$ cat src/hdl/pmt_pkg.sv
// Purpose: constants shared by the period match timer
// Assumes: one 20 MHz clock, 8-bit register port
// Notes: offsets are word indices on the plain register port
package pmt_pkg;
    localparam logic [2:0] PMT_ADDR_COUNT = 3'h0;
    localparam logic [2:0] PMT_ADDR_PERIOD = 3'h1;
    localparam logic [2:0] PMT_ADDR_CONTROL = 3'h2;
    localparam logic [2:0] PMT_ADDR_STATUS = 3'h3;
    localparam logic [2:0] PMT_ADDR_MASK = 3'h4;
    // control layout: [6:3] postscale_select, [2] timer_on, [1:0] prescale_select
    localparam int PMT_CTL_PRE_LSB = 0;
    localparam int PMT_CTL_ON_BIT = 2;
    localparam int PMT_CTL_POST_LSB = 3;
    localparam logic [7:0] PMT_COUNT_RST = 8'h00;
    localparam logic [7:0] PMT_PERIOD_RST = 8'hff;
    localparam logic [6:0] PMT_CONTROL_RST = 7'h00;
    localparam logic [1:0] PMT_INSTR_DIV = 2'h3;
    localparam logic [3:0] PMT_PRE_DIV4 = 4'h3;
    localparam logic [3:0] PMT_PRE_DIV16 = 4'hf;
endpackage : pmt_pkg

$ cat src/hdl/pmt_timer.sv
// Purpose: 8-bit period match timer with prescaler and postscaler
// Assumes: plain register port, read data one cycle after strobe
// Notes: sleep input freezes all counting
//
// The placing of the registers and the strobed register port were decided locally.
`timescale 1ns/10ps
module pmt_timer (
    // clock and reset
    input wire logic mclk,
    input wire logic sys_rst,
    // register port
    input wire logic [2:0] reg_addr,
    input wire logic [7:0] reg_wdata,
    input wire logic reg_wr,
    input wire logic reg_rd,
    output logic [7:0] reg_rdata,
    // system
    input wire logic sleep,
    // outputs
    output logic period_match_pulse,
    output logic irq
);
    import pmt_pkg::*;

    // ----------------------------------------
    // state
    // ----------------------------------------
    logic [7:0] timer_count_q, timer_count_d;
    logic [7:0] period_value_q, period_value_d;
    logic [6:0] timer_control_q, timer_control_d;
    logic [3:0] post_q, post_d;
    logic match_irq_flag_q, match_irq_flag_d;
    logic match_irq_enable_q, match_irq_enable_d;
    logic match_pend_q, match_pend_d;
    logic match_d;
    logic irq_d;
    logic [7:0] rdata_d;
    logic tick;
    logic scaler_clear;
    logic wr_count, wr_period, wr_ctl, wr_stat, wr_mask, rd_stat;
    logic timer_on;

    assign wr_count = reg_wr && (reg_addr == PMT_ADDR_COUNT);
    assign wr_period = reg_wr && (reg_addr == PMT_ADDR_PERIOD);
    assign wr_ctl = reg_wr && (reg_addr == PMT_ADDR_CONTROL);
    assign wr_stat = reg_wr && (reg_addr == PMT_ADDR_STATUS);
    assign wr_mask = reg_wr && (reg_addr == PMT_ADDR_MASK);
    assign rd_stat = reg_rd && (reg_addr == PMT_ADDR_STATUS);
    assign scaler_clear = wr_count || wr_ctl;
    assign timer_on = timer_control_q[PMT_CTL_ON_BIT];

    // ----------------------------------------
    // prescaler
    // ----------------------------------------
    pmt_prescale u_pre (
        .mclk(mclk),
        .sys_rst(sys_rst),
        .run(timer_on && !sleep),
        .clear(scaler_clear),
        .sel(timer_control_q[PMT_CTL_PRE_LSB +: 2]),
        .tick(tick)
    );

    // ----------------------------------------
    // counter, compare, postscaler
    // ----------------------------------------
    always_comb begin
        timer_count_d = timer_count_q;
        period_value_d = period_value_q;
        timer_control_d = timer_control_q;
        post_d = post_q;
        match_pend_d = match_pend_q;
        match_irq_flag_d = match_irq_flag_q;
        match_irq_enable_d = match_irq_enable_q;
        match_d = 1'b0;
        // software clear first, so a set in the same cycle below wins
        if (rd_stat || (wr_stat && !reg_wdata[0])) begin
            match_irq_flag_d = 1'b0;
        end
        if (tick && !scaler_clear && !sleep) begin
            if (match_pend_q) begin
                timer_count_d = 8'h00;
                match_pend_d = 1'b0;
            end else begin
                timer_count_d = timer_count_q + 8'h01;
            end
            // compare on the value the tick just produced
            if (timer_count_d == period_value_q) begin
                match_d = 1'b1;
                match_pend_d = 1'b1;
                if (post_q == timer_control_q[PMT_CTL_POST_LSB +: 4]) begin
                    post_d = 4'h0;
                    match_irq_flag_d = 1'b1;
                end else begin
                    post_d = post_q + 4'h1;
                end
            end
        end
        if (wr_count) begin
            timer_count_d = reg_wdata;
            match_pend_d = 1'b0;
        end
        if (wr_period) begin
            period_value_d = reg_wdata;
        end
        if (scaler_clear) begin
            post_d = 4'h0;
        end
        if (wr_ctl) begin
            timer_control_d = reg_wdata[6:0];
        end
        if (wr_mask) begin
            match_irq_enable_d = reg_wdata[0];
        end
        irq_d = match_irq_flag_d && match_irq_enable_d;
    end

    // ----------------------------------------
    // read mux
    // ----------------------------------------
    always_comb begin
        rdata_d = 8'h00;
        if (reg_rd) begin
            case (reg_addr)
                PMT_ADDR_COUNT: rdata_d = timer_count_q;
                PMT_ADDR_PERIOD: rdata_d = period_value_q;
                PMT_ADDR_CONTROL: rdata_d = {1'b0, timer_control_q};
                PMT_ADDR_STATUS: rdata_d = {7'h00, match_irq_flag_q};
                PMT_ADDR_MASK: rdata_d = {7'h00, match_irq_enable_q};
                default: rdata_d = 8'h00;
            endcase
        end
    end

    always_ff @(posedge mclk) begin
        if (sys_rst) begin
            timer_count_q <= PMT_COUNT_RST;
            period_value_q <= PMT_PERIOD_RST;
            timer_control_q <= PMT_CONTROL_RST;
            post_q <= 4'h0;
            match_pend_q <= 1'b0;
            match_irq_flag_q <= 1'b0;
            match_irq_enable_q <= 1'b0;
            period_match_pulse <= 1'b0;
            irq <= 1'b0;
            reg_rdata <= 8'h00;
        end else begin
            timer_count_q <= timer_count_d;
            period_value_q <= period_value_d;
            timer_control_q <= timer_control_d;
            post_q <= post_d;
            match_pend_q <= match_pend_d;
            match_irq_flag_q <= match_irq_flag_d;
            match_irq_enable_q <= match_irq_enable_d;
            period_match_pulse <= match_d;
            irq <= irq_d;
            reg_rdata <= rdata_d;
        end
    end

    // ----------------------------------------
    // checks
    // ----------------------------------------
    property p_reset_vals;
        @(posedge mclk) $fell(sys_rst) |-> timer_count_q == 8'h00 && period_value_q == 8'hff;
    endproperty
    a_reset_vals: assert property (p_reset_vals) else $error("bad reset values");

    property p_pulse_one;
        @(posedge mclk) disable iff (sys_rst) period_match_pulse |=> !period_match_pulse;
    endproperty
    a_pulse_one: assert property (p_pulse_one) else $error("match pulse too long");

    property p_pulse_cause;
        @(posedge mclk) disable iff (sys_rst)
            period_match_pulse |-> timer_count_q == period_value_q;
    endproperty
    a_pulse_cause: assert property (p_pulse_cause) else $error("pulse without equality");

    property p_sleep_hold;
        @(posedge mclk) disable iff (sys_rst)
            sleep && !reg_wr |=> $stable(timer_count_q) && $stable(period_value_q);
    endproperty
    a_sleep_hold: assert property (p_sleep_hold) else $error("count moved in sleep");

    property p_ctl_keeps;
        @(posedge mclk) disable iff (sys_rst) wr_ctl |=> $stable(timer_count_q);
    endproperty
    a_ctl_keeps: assert property (p_ctl_keeps) else $error("control write changed count");

    property p_irq_gate;
        @(posedge mclk) disable iff (sys_rst)
            irq |-> match_irq_flag_q && match_irq_enable_q;
    endproperty
    a_irq_gate: assert property (p_irq_gate) else $error("irq without enable");

    property p_post_clear;
        @(posedge mclk) disable iff (sys_rst) scaler_clear |=> post_q == 4'h0;
    endproperty
    a_post_clear: assert property (p_post_clear) else $error("postscaler not cleared");

    property p_wrap;
        @(posedge mclk) disable iff (sys_rst)
            tick && match_pend_q && !scaler_clear && !sleep |=> timer_count_q == 8'h00;
    endproperty
    a_wrap: assert property (p_wrap) else $error("count not zeroed after match");

    property p_step;
        @(posedge mclk) disable iff (sys_rst)
            tick && !reg_wr && !sleep && !match_pend_q
            |=> timer_count_q == $past(timer_count_q) + 8'h01;
    endproperty
    a_step: assert property (p_step) else $error("count did not step");

    // ----------------------------------------
    // checks: register port
    // ----------------------------------------
    property p_rst_outputs;
        @(posedge mclk)
            $fell(sys_rst) |-> !period_match_pulse && !irq && reg_rdata == 8'h00;
    endproperty
    a_rst_outputs: assert property (p_rst_outputs) else $error("outputs not idle");

    property p_rdata_idle;
        @(posedge mclk) disable iff (sys_rst)
            !reg_rd |=> reg_rdata == 8'h00;
    endproperty
    a_rdata_idle: assert property (p_rdata_idle) else $error("read data without read");

    property p_rd_count;
        @(posedge mclk) disable iff (sys_rst)
            reg_rd && reg_addr == PMT_ADDR_COUNT |=> reg_rdata == $past(timer_count_q);
    endproperty
    a_rd_count: assert property (p_rd_count) else $error("bad count read");

    property p_rd_period;
        @(posedge mclk) disable iff (sys_rst)
            reg_rd && reg_addr == PMT_ADDR_PERIOD |=> reg_rdata == $past(period_value_q);
    endproperty
    a_rd_period: assert property (p_rd_period) else $error("bad period read");

    property p_stat_read;
        @(posedge mclk) disable iff (sys_rst)
            rd_stat |=> reg_rdata == {7'h00, $past(match_irq_flag_q)};
    endproperty
    a_stat_read: assert property (p_stat_read) else $error("bad status read");

    property p_wr_count;
        @(posedge mclk) disable iff (sys_rst)
            wr_count |=> timer_count_q == $past(reg_wdata);
    endproperty
    a_wr_count: assert property (p_wr_count) else $error("count write lost");

    property p_wr_period;
        @(posedge mclk) disable iff (sys_rst)
            wr_period |=> period_value_q == $past(reg_wdata);
    endproperty
    a_wr_period: assert property (p_wr_period) else $error("period write lost");

    // ----------------------------------------
    // checks: scalers and flag
    // ----------------------------------------
    property p_pre_clear;
        @(posedge mclk) disable iff (sys_rst)
            scaler_clear |=> !tick;
    endproperty
    a_pre_clear: assert property (p_pre_clear) else $error("tick after scaler clear");

    property p_tick_space;
        @(posedge mclk) disable iff (sys_rst)
            tick |=> !tick [*3];
    endproperty
    a_tick_space: assert property (p_tick_space) else $error("ticks too close");

    property p_pulse_tick;
        @(posedge mclk) disable iff (sys_rst)
            period_match_pulse |-> $past(tick);
    endproperty
    a_pulse_tick: assert property (p_pulse_tick) else $error("pulse without tick");

    property p_sleep_quiet;
        @(posedge mclk) disable iff (sys_rst)
            sleep |=> !period_match_pulse;
    endproperty
    a_sleep_quiet: assert property (p_sleep_quiet) else $error("pulse in sleep");

    property p_post_range;
        @(posedge mclk) disable iff (sys_rst)
            post_q <= timer_control_q[PMT_CTL_POST_LSB +: 4];
    endproperty
    a_post_range: assert property (p_post_range) else $error("postscaler overran");

    property p_flag_rise;
        @(posedge mclk) disable iff (sys_rst)
            $rose(match_irq_flag_q) |-> period_match_pulse;
    endproperty
    a_flag_rise: assert property (p_flag_rise) else $error("flag set without match");

    property p_flag_hold;
        @(posedge mclk) disable iff (sys_rst)
            match_irq_flag_q && !rd_stat && !wr_stat |=> match_irq_flag_q;
    endproperty
    a_flag_hold: assert property (p_flag_hold) else $error("flag dropped");

    property p_flag_clear;
        @(posedge mclk) disable iff (sys_rst)
            rd_stat && !match_d |=> !match_irq_flag_q;
    endproperty
    a_flag_clear: assert property (p_flag_clear) else $error("flag not cleared");

    property p_mask_off;
        @(posedge mclk) disable iff (sys_rst)
            wr_mask && !reg_wdata[0] |=> !irq;
    endproperty
    a_mask_off: assert property (p_mask_off) else $error("irq while masked");
endmodule : pmt_timer

$ cat src/hdl/pmt_prescale.sv
// Purpose: instruction clock divider and tick prescaler
// Assumes: mclk synchronous, sys_rst active high synchronous
// Notes: emits one-cycle enable pulses, no derived clocks
`timescale 1ns/10ps
module pmt_prescale (
    // clock and reset
    input wire logic mclk,
    input wire logic sys_rst,
    // control
    input wire logic run,
    input wire logic clear,
    input wire logic [1:0] sel,
    // tick out
    output logic tick
);
    import pmt_pkg::*;
    logic [1:0] q_div_q, q_div_d;
    logic [3:0] pre_q, pre_d;
    logic instr_en;
    logic tick_d;

    always_comb begin
        instr_en = run && (q_div_q == PMT_INSTR_DIV);
        q_div_d = q_div_q;
        pre_d = pre_q;
        tick_d = 1'b0;
        if (clear) begin
            pre_d = 4'h0;
        end else if (run) begin
            q_div_d = q_div_q + 2'h1;
            if (instr_en) begin
                unique case (sel)
                    2'b00: tick_d = 1'b1;
                    2'b01: begin
                        tick_d = (pre_q[1:0] == PMT_PRE_DIV4[1:0]);
                        pre_d = pre_q + 4'h1;
                    end
                    default: begin
                        tick_d = (pre_q == PMT_PRE_DIV16);
                        pre_d = pre_q + 4'h1;
                    end
                endcase
            end
        end
    end

    always_ff @(posedge mclk) begin
        if (sys_rst) begin
            q_div_q <= 2'h0;
            pre_q <= 4'h0;
            tick <= 1'b0;
        end else begin
            q_div_q <= q_div_d;
            pre_q <= pre_d;
            tick <= tick_d;
        end
    end
endmodule : pmt_prescale

$ cat config.mk
export PLATFORM = sky130hd
export DESIGN_NAME = pmt_timer
export DESIGN_NICKNAME = d
export VERILOG_FILES = /design/src/hdl/pmt_pkg.sv /design/src/hdl/pmt_timer.sv /design/src/hdl/pmt_prescale.sv
export SDC_FILE = /design/constraint.sdc
export NUM_CORES = 1
export LEC_CHECK = 0
export ABC_AREA = 1
export BUFFER_PORTS_ARGS = -buffer_cell sky130_fd_sc_hd__clkbuf_2
export CAP_MARGIN = 20
export CORE_ASPECT_RATIO = 0.5
export CORE_MARGIN = 2
export CORE_UTILIZATION = 45
export CTS_BUF_LIST = sky130_fd_sc_hd__clkbuf_16
export CTS_CLUSTER_DIAMETER = 100
export DETAILED_ROUTE_END_ITERATION = 12
export PLACE_DENSITY_LB_ADDON = 0.3
export SLEW_MARGIN = 40
export SYNTH_ARGS = -nofsm -noshare
export SYNTH_HDL_FRONTEND = slang
export SYNTH_HIERARCHICAL = 1
export SYNTH_SLANG_ARGS = --single-unit
$ cat constraint.sdc
create_clock -name mclk -period 3.39 [get_ports mclk]
set_input_delay 0.8475 -clock mclk [delete_from_list [all_inputs] [get_ports mclk]]
set_output_delay 0.8475 -clock mclk [all_outputs]
set_load 0.01 [all_outputs]
# Yosys cells after proc, flatten, opt, wreduce, memory -nomap -nowiden
# Cells that the tools add are included.
dict set report totals {
  inputBits 16
  word_cells 74
  reg_bits 47
  out_inout_bits 10
}
dict set report op_classes {
  bitwise 6
  n_addsub 4
  n_eq_ne 10
  n_reduce_logical 28
  mux 13
}
# cell n
set op_table {}
lappend op_table {{one-hot mux 8 bit (5 select lines)} 1}
lappend op_table {{2-to-1 mux 8 bit} 4}
lappend op_table {{logical AND 1 bit} 12}
lappend op_table {{adder 4 x 1 -> 4 bit, second input constant} 2}
lappend op_table {{adder 8 x 1 -> 8 bit, second input constant} 1}
lappend op_table {{== test 8 bit} 1}
lappend op_table {{OR reduction 2 bit} 4}
lappend op_table {{== test 3 x 2 -> 1 bit, second input constant} 2}
lappend op_table {{2-to-1 mux 1 bit} 6}
lappend op_table {{inverter 1 bit} 6}
lappend op_table {{== test 2 bit, second input constant} 2}
lappend op_table {{== test 4 bit} 1}
lappend op_table {{== test 4 bit, second input constant} 1}
lappend op_table {{2-to-1 mux 4 bit} 1}
lappend op_table {{AND reduction 2 bit} 2}
lappend op_table {{OR reduction 4 bit} 1}
lappend op_table {{== test 3 x 1 -> 1 bit, second input constant} 1}
lappend op_table {{== test 3 bit, second input constant} 1}
lappend op_table {{zero test 1 bit} 3}
lappend op_table {{zero test 3 bit} 1}
lappend op_table {{AND reduction 3 bit} 1}
lappend op_table {{adder 2 x 1 -> 2 bit, second input constant} 1}
lappend op_table {{== test 2 x 1 -> 1 bit, second input constant} 1}
lappend op_table {{zero test 2 bit} 1}
lappend op_table {{3 further kinds} 4}

# Longest topological paths before layout
dict set report logic_depth {
  ltp_word 11
  mapped_depth 14
  depth_no_buf 13
}

# By module
# Netlist, hierarchy kept.
# mod cells_per_inst seq_area_each_um2 n_inst area_each_um2
set by_module_without_submodules {}
lappend by_module_without_submodules {pmt_timer 314 800.8 1 2238.4}
lappend by_module_without_submodules {pmt_prescale 42 140.1 1 339.1}

# Worst setup path before layout
# OpenSTA, ideal clock, no wires.
dict set report synth_timing {
  kind {input to register}
  start {input reg_addr[0]}
  end {register timer_count_q[0]}
  setup_ps 123
  slack_ps 1349
  n_path_buf 0
  path_stages 10
  t_required_ps 3267
  arrival_ps 1918
  cell_sequence {inv_1 nand2_2 nor2_2 nand2_8 nand2_4 nor2_8 nor2_8 inv_2 o21ai_0 a31oi_1}
}
dict set report synth_via {
  elab_chain_len 7
  elab_cells_between_ends 10
  classes_between {eq/ne (1); mux (1); reduce/logical (8)}
}
# item line
set synth_lines {}
lappend synth_lines {{start: declaration} pmt_timer.sv:12} ;# input wire logic [2:0] reg_addr,
lappend synth_lines {{== test 3 x 2 -> 1 bit or zero test 3 bit (tied branches)} {pmt_timer.sv:45, pmt_timer.sv:43}}
lappend synth_lines {{logical AND 1 bit (on tied branches)} {pmt_timer.sv:45, pmt_timer.sv:43}}
lappend synth_lines {{logical OR 1 bit *} pmt_timer.sv:49} ;# assign scaler_clear = wr_count || wr_ctl;
lappend synth_lines {{named net scaler_clear} pmt_timer.sv:39} ;# logic scaler_clear;
lappend synth_lines {{zero test 1 bit *} pmt_timer.sv:80} ;# if (tick && !scaler_clear && !sleep) begin
lappend synth_lines {{logical AND 1 bit * (2 in a row)} pmt_timer.sv:80}
lappend synth_lines {{nonzero test 2 bit (no line) *} n/a}
lappend synth_lines {{end signal: assignment} pmt_timer.sv:148} ;# timer_count_q <= timer_count_d;
lappend synth_lines {{end: declaration} pmt_timer.sv:28} ;# logic [7:0] timer_count_q, timer_count_d;
# The timed path passes the listed nets; every way through them passes the cells marked *.
# A chain may end at the register's enable or synchronous reset.

# Worst setup path after layout
dict set report layout_timing {
  start {register timer_count_q[0]}
  end {register post_q[1]}
}
dict set report layout_via {
  elab_chain_len 5
}
# item line
set layout_lines {}
lappend layout_lines {{adder 8 x 1 -> 8 bit} pmt_timer.sv:85} ;# timer_count_d = timer_count_q + 8'h01;
lappend layout_lines {{2-to-1 mux 8 bit} pmt_timer.sv:81} ;# if (match_pend_q) begin
lappend layout_lines {{2-to-1 mux 8 bit} pmt_timer.sv:80}
lappend layout_lines {{== test 8 bit} pmt_timer.sv:88} ;# if (timer_count_d == period_value_q) begin
lappend layout_lines {{AND reduction 2 bit (no line)} n/a}
lappend layout_lines {{end signal: assignment} pmt_timer.sv:151} ;# post_q <= post_d;
lappend layout_lines {{end signal: assignment} pmt_timer.sv:289} ;# post_q <= timer_control_q[PMT_CTL_POST_LSB +: 4];
lappend layout_lines {{end: declaration} pmt_timer.sv:31} ;# logic [3:0] post_q, post_d;
# No other way between the ends. The select of a mux whose other input is x is not followed.

==> results.yml <==
run_status:
  status: "finished, final reports clean"
layout:
  final_area_um2: 2900
  nFillCells: 511
  drive_gt1_share_pct: 17.8
  antenna_cells: 0
  ff_latch_area_um2: 941
  utilization_pct: 52.5
  stdcell_count: 454
  area_delta_synth_final_pct: 12.4
  multiInputGateArea_um2: 1410
  fin_nets: 402
clock_tree:
  cts-hold-fix-buffers: 0
  cts_buffer_depth: 2
  ctsResizeCount: 0
  htreeDepth: 2
  path_clk_slew_ns: 0.06
  clock_sinks: 47
  tritoncts: "done"
  cts_root_buf: "clkbuf_16"
  cts_buffers: 5
  cts_setup_buffers: 0
  insertion_delay_ns: 0.28
sta:
  rsz0062_at_grt: "false"
  relSlewSlack_pct: 65.6
  fmax_mhz: 450
  holdWs_ns: 0.485
  finalCritPeriodShare_pct: 65.6
  period_minus_slack_ns: 2.22
  setup_slack_ns: 1.17
  tightest_slew_ns: 0.515
  fin_setup_tns_ns: 0
  maxSlewViolCount: 0
  finalHoldViolations: 0
  setup_viol: 0
  finalClockSkew_ns: 0.00277
power_and_ir_drop:
  finalPower_mw: 1.13
  powerDensity_nw_per_um2: 389
  vdd_drop_max_mv: 0.189
  p_leak_nw: 1.36
routing:
  vias: 2397
  final_antenna_net_count: 0
  drt_iter0_markers: 150
  routed_wirelength_mm: 6.33
  wire_per_inst_um: 14.0
  vias_per_cell: 5.28
  dr.pass1.iters: 5
  drc: 0
placed_design:
  port_buffers: 25
  post-place-ws_ns: 0.952
  dp.cells: 448
  placed_area_um2: 2770
  dp_hpwl_mm: 4.87
  routabilityCongestion: 0.933
synth:
  yosys.area.top_type_share_pct: 36.5
  synth_most_common_cell: "nand2_1"
  yosysUniqueCellTypes: 36
  yosys_warnings: 6
  postSynthCellCount: 356
  syn-mean-instance-area_um2: 7.24
  yosys-top-cells-area: "dfxtp_1, nand2_1, inv_1"
  synth_nets: 376
  syn_area_um2: 2580
  synth_area_leader_cell: "dfxtp_1"
  ys.flop_type: "dfxtp_1"
  synth_edf_count: 0
  ys_async_sr_fraction_pct: 0
  ys_ff_latch: 47
  synth-seq-area-share_pct: 36.5
  synth_common_cells: "nand2_1, dfxtp_1, inv_1"
grt:
  overflow: 0
  grt_usage_pct: 21.3
  grt_pass1_vias: 2325
  antenna_found_initial: 0
  grt_pass1_wl_mm: 10.8
  grt_max_degree: 17
floorplan:
  core_um2: 5520
  dieArea_um2: 6390
  die-width_um: 111
  die_h_um: 57.5
  initial_core_util_pct: 46.7
  rows: 19
  io_pins: 26
setup_path:
  crit_path_end_kind: "flip-flop"
  worstSetupPathType: "reg2reg"
  worstPathMaxFanout: 10
  cp_data_arrival_time_ns: 2.40
  start_kind: "flip-flop"
  cp_data_required_time_ns: 3.57
run:
  drv_cap: 0
worst_hold_path:
  hold_class: "reg2reg"
==> report_power, final <==
part	leakage (nW)	switching, mW	internal, mW
registers	0.381	0.0106	0.564
clock network	0.0669	0.188	0.262
logic	0.909	0.0703	0.0333
total	1.36	0.269	0.859
==> flip-flops by register name (all words and copies together), names as in the netlist <==
register	flops
u_pre/pre_q	4
u_pre/q_div_q	2
match_irq_enable_q	1
reg_rdata	8
match_pend_q	1
timer_control_q	7
u_pre/tick	1
post_q	4
period_value_q	8
irq	1
match_irq_flag_q	1
timer_count_q	8
period_match_pulse	1
==> kinds of logic (layout without fill, tap and decap cells) <==
logic type,after synthesis,after routing,share of synthesized area [%]
xor gates and xnor gates,2,2,0.680
DFF,47,47,36.5
AOI/OAI and AO/OA,68,68,15.0
and+or+nand+nor,177,177,37.0
adders and majority gates,4,4,1.94
buffers and inverters,58,83,8.83
==> cell usage in the layout (no fill, tap or decap), types with 4 or more instances in the layout <==
| cell | instances |
|---|---|
| clkbuf_2 | 25 |
| nand3_1 | 19 |
| nand2_1 | 74 |
| dfxtp_1 | 47 |
| o211ai_1 | 8 |
| nand4_1 | 14 |
| a21oi_1 | 19 |
| nor2_1 | 35 |
| o21ai_0 | 27 |
| ha_1 | 4 |
| nor2_8 | 4 |
| nor2_2 | 7 |
| inv_2 | 5 |
| nand2_2 | 5 |
| clkbuf_16 | 5 |
| inv_1 | 46 |
==> worst max-delay path, cell delays in order (launching register included) <==
cell and delay [ns]:
dfxtp_1 0.57, ha_1 0.36, nand3_1 0.14, o21ai_1 0.21, nand3_1 0.13, nand2_1 0.12, nand3_2 0.13, nor2_8 0.17
nand4_4 0.13, nand2_4 0.12, nor2_2 0.04
==> area by class of cell <==
cell class / instances / area share (%)
Tap cell: 73 / 3.15
Clock inverter: 1 / 0.130
Inverter: 50 / 6.48
Sequential cell: 47 / 32.5
Multi-Input combinational cell: 251 / 48.6
Timing Repair Buffer: 27 / 4.84
Clock buffer: 5 / 4.32
==> path summary, 6_finish.rpt <==
path	from	to	slack [ns]	cells past startpoint
worst max-delay path	timer_count_q[0]$_SDFFE_PP0P_	post_q[1]$_SDFFE_PP0P_	1.17	10
worst min-delay path	u_pre/q_div_q[1]$_SDFFE_PP0P_	u_pre/q_div_q[1]$_SDFFE_PP0P_	0.49	2
worst max register to register	timer_count_q[0]$_SDFFE_PP0P_	post_q[1]$_SDFFE_PP0P_	1.17	10
worst min register to register	u_pre/q_div_q[1]$_SDFFE_PP0P_	u_pre/q_div_q[1]$_SDFFE_PP0P_	0.49	2
==> layer usage <==
metal / GRT usage, % / part of all wire [%] / wire length [um] / vias to the layer above
li1: - / - / - / 1222
met1: 28.7 / 46 / 2920 / 1066
met3: 5.42 / 8.6 / 547 / 17
met4: 7.94 / 2.2 / 142 / 0
met2: 33.6 / 43 / 2720 / 92
met5: 0 / 0 / 0 / -
Power figures use the tool's default switching activity.
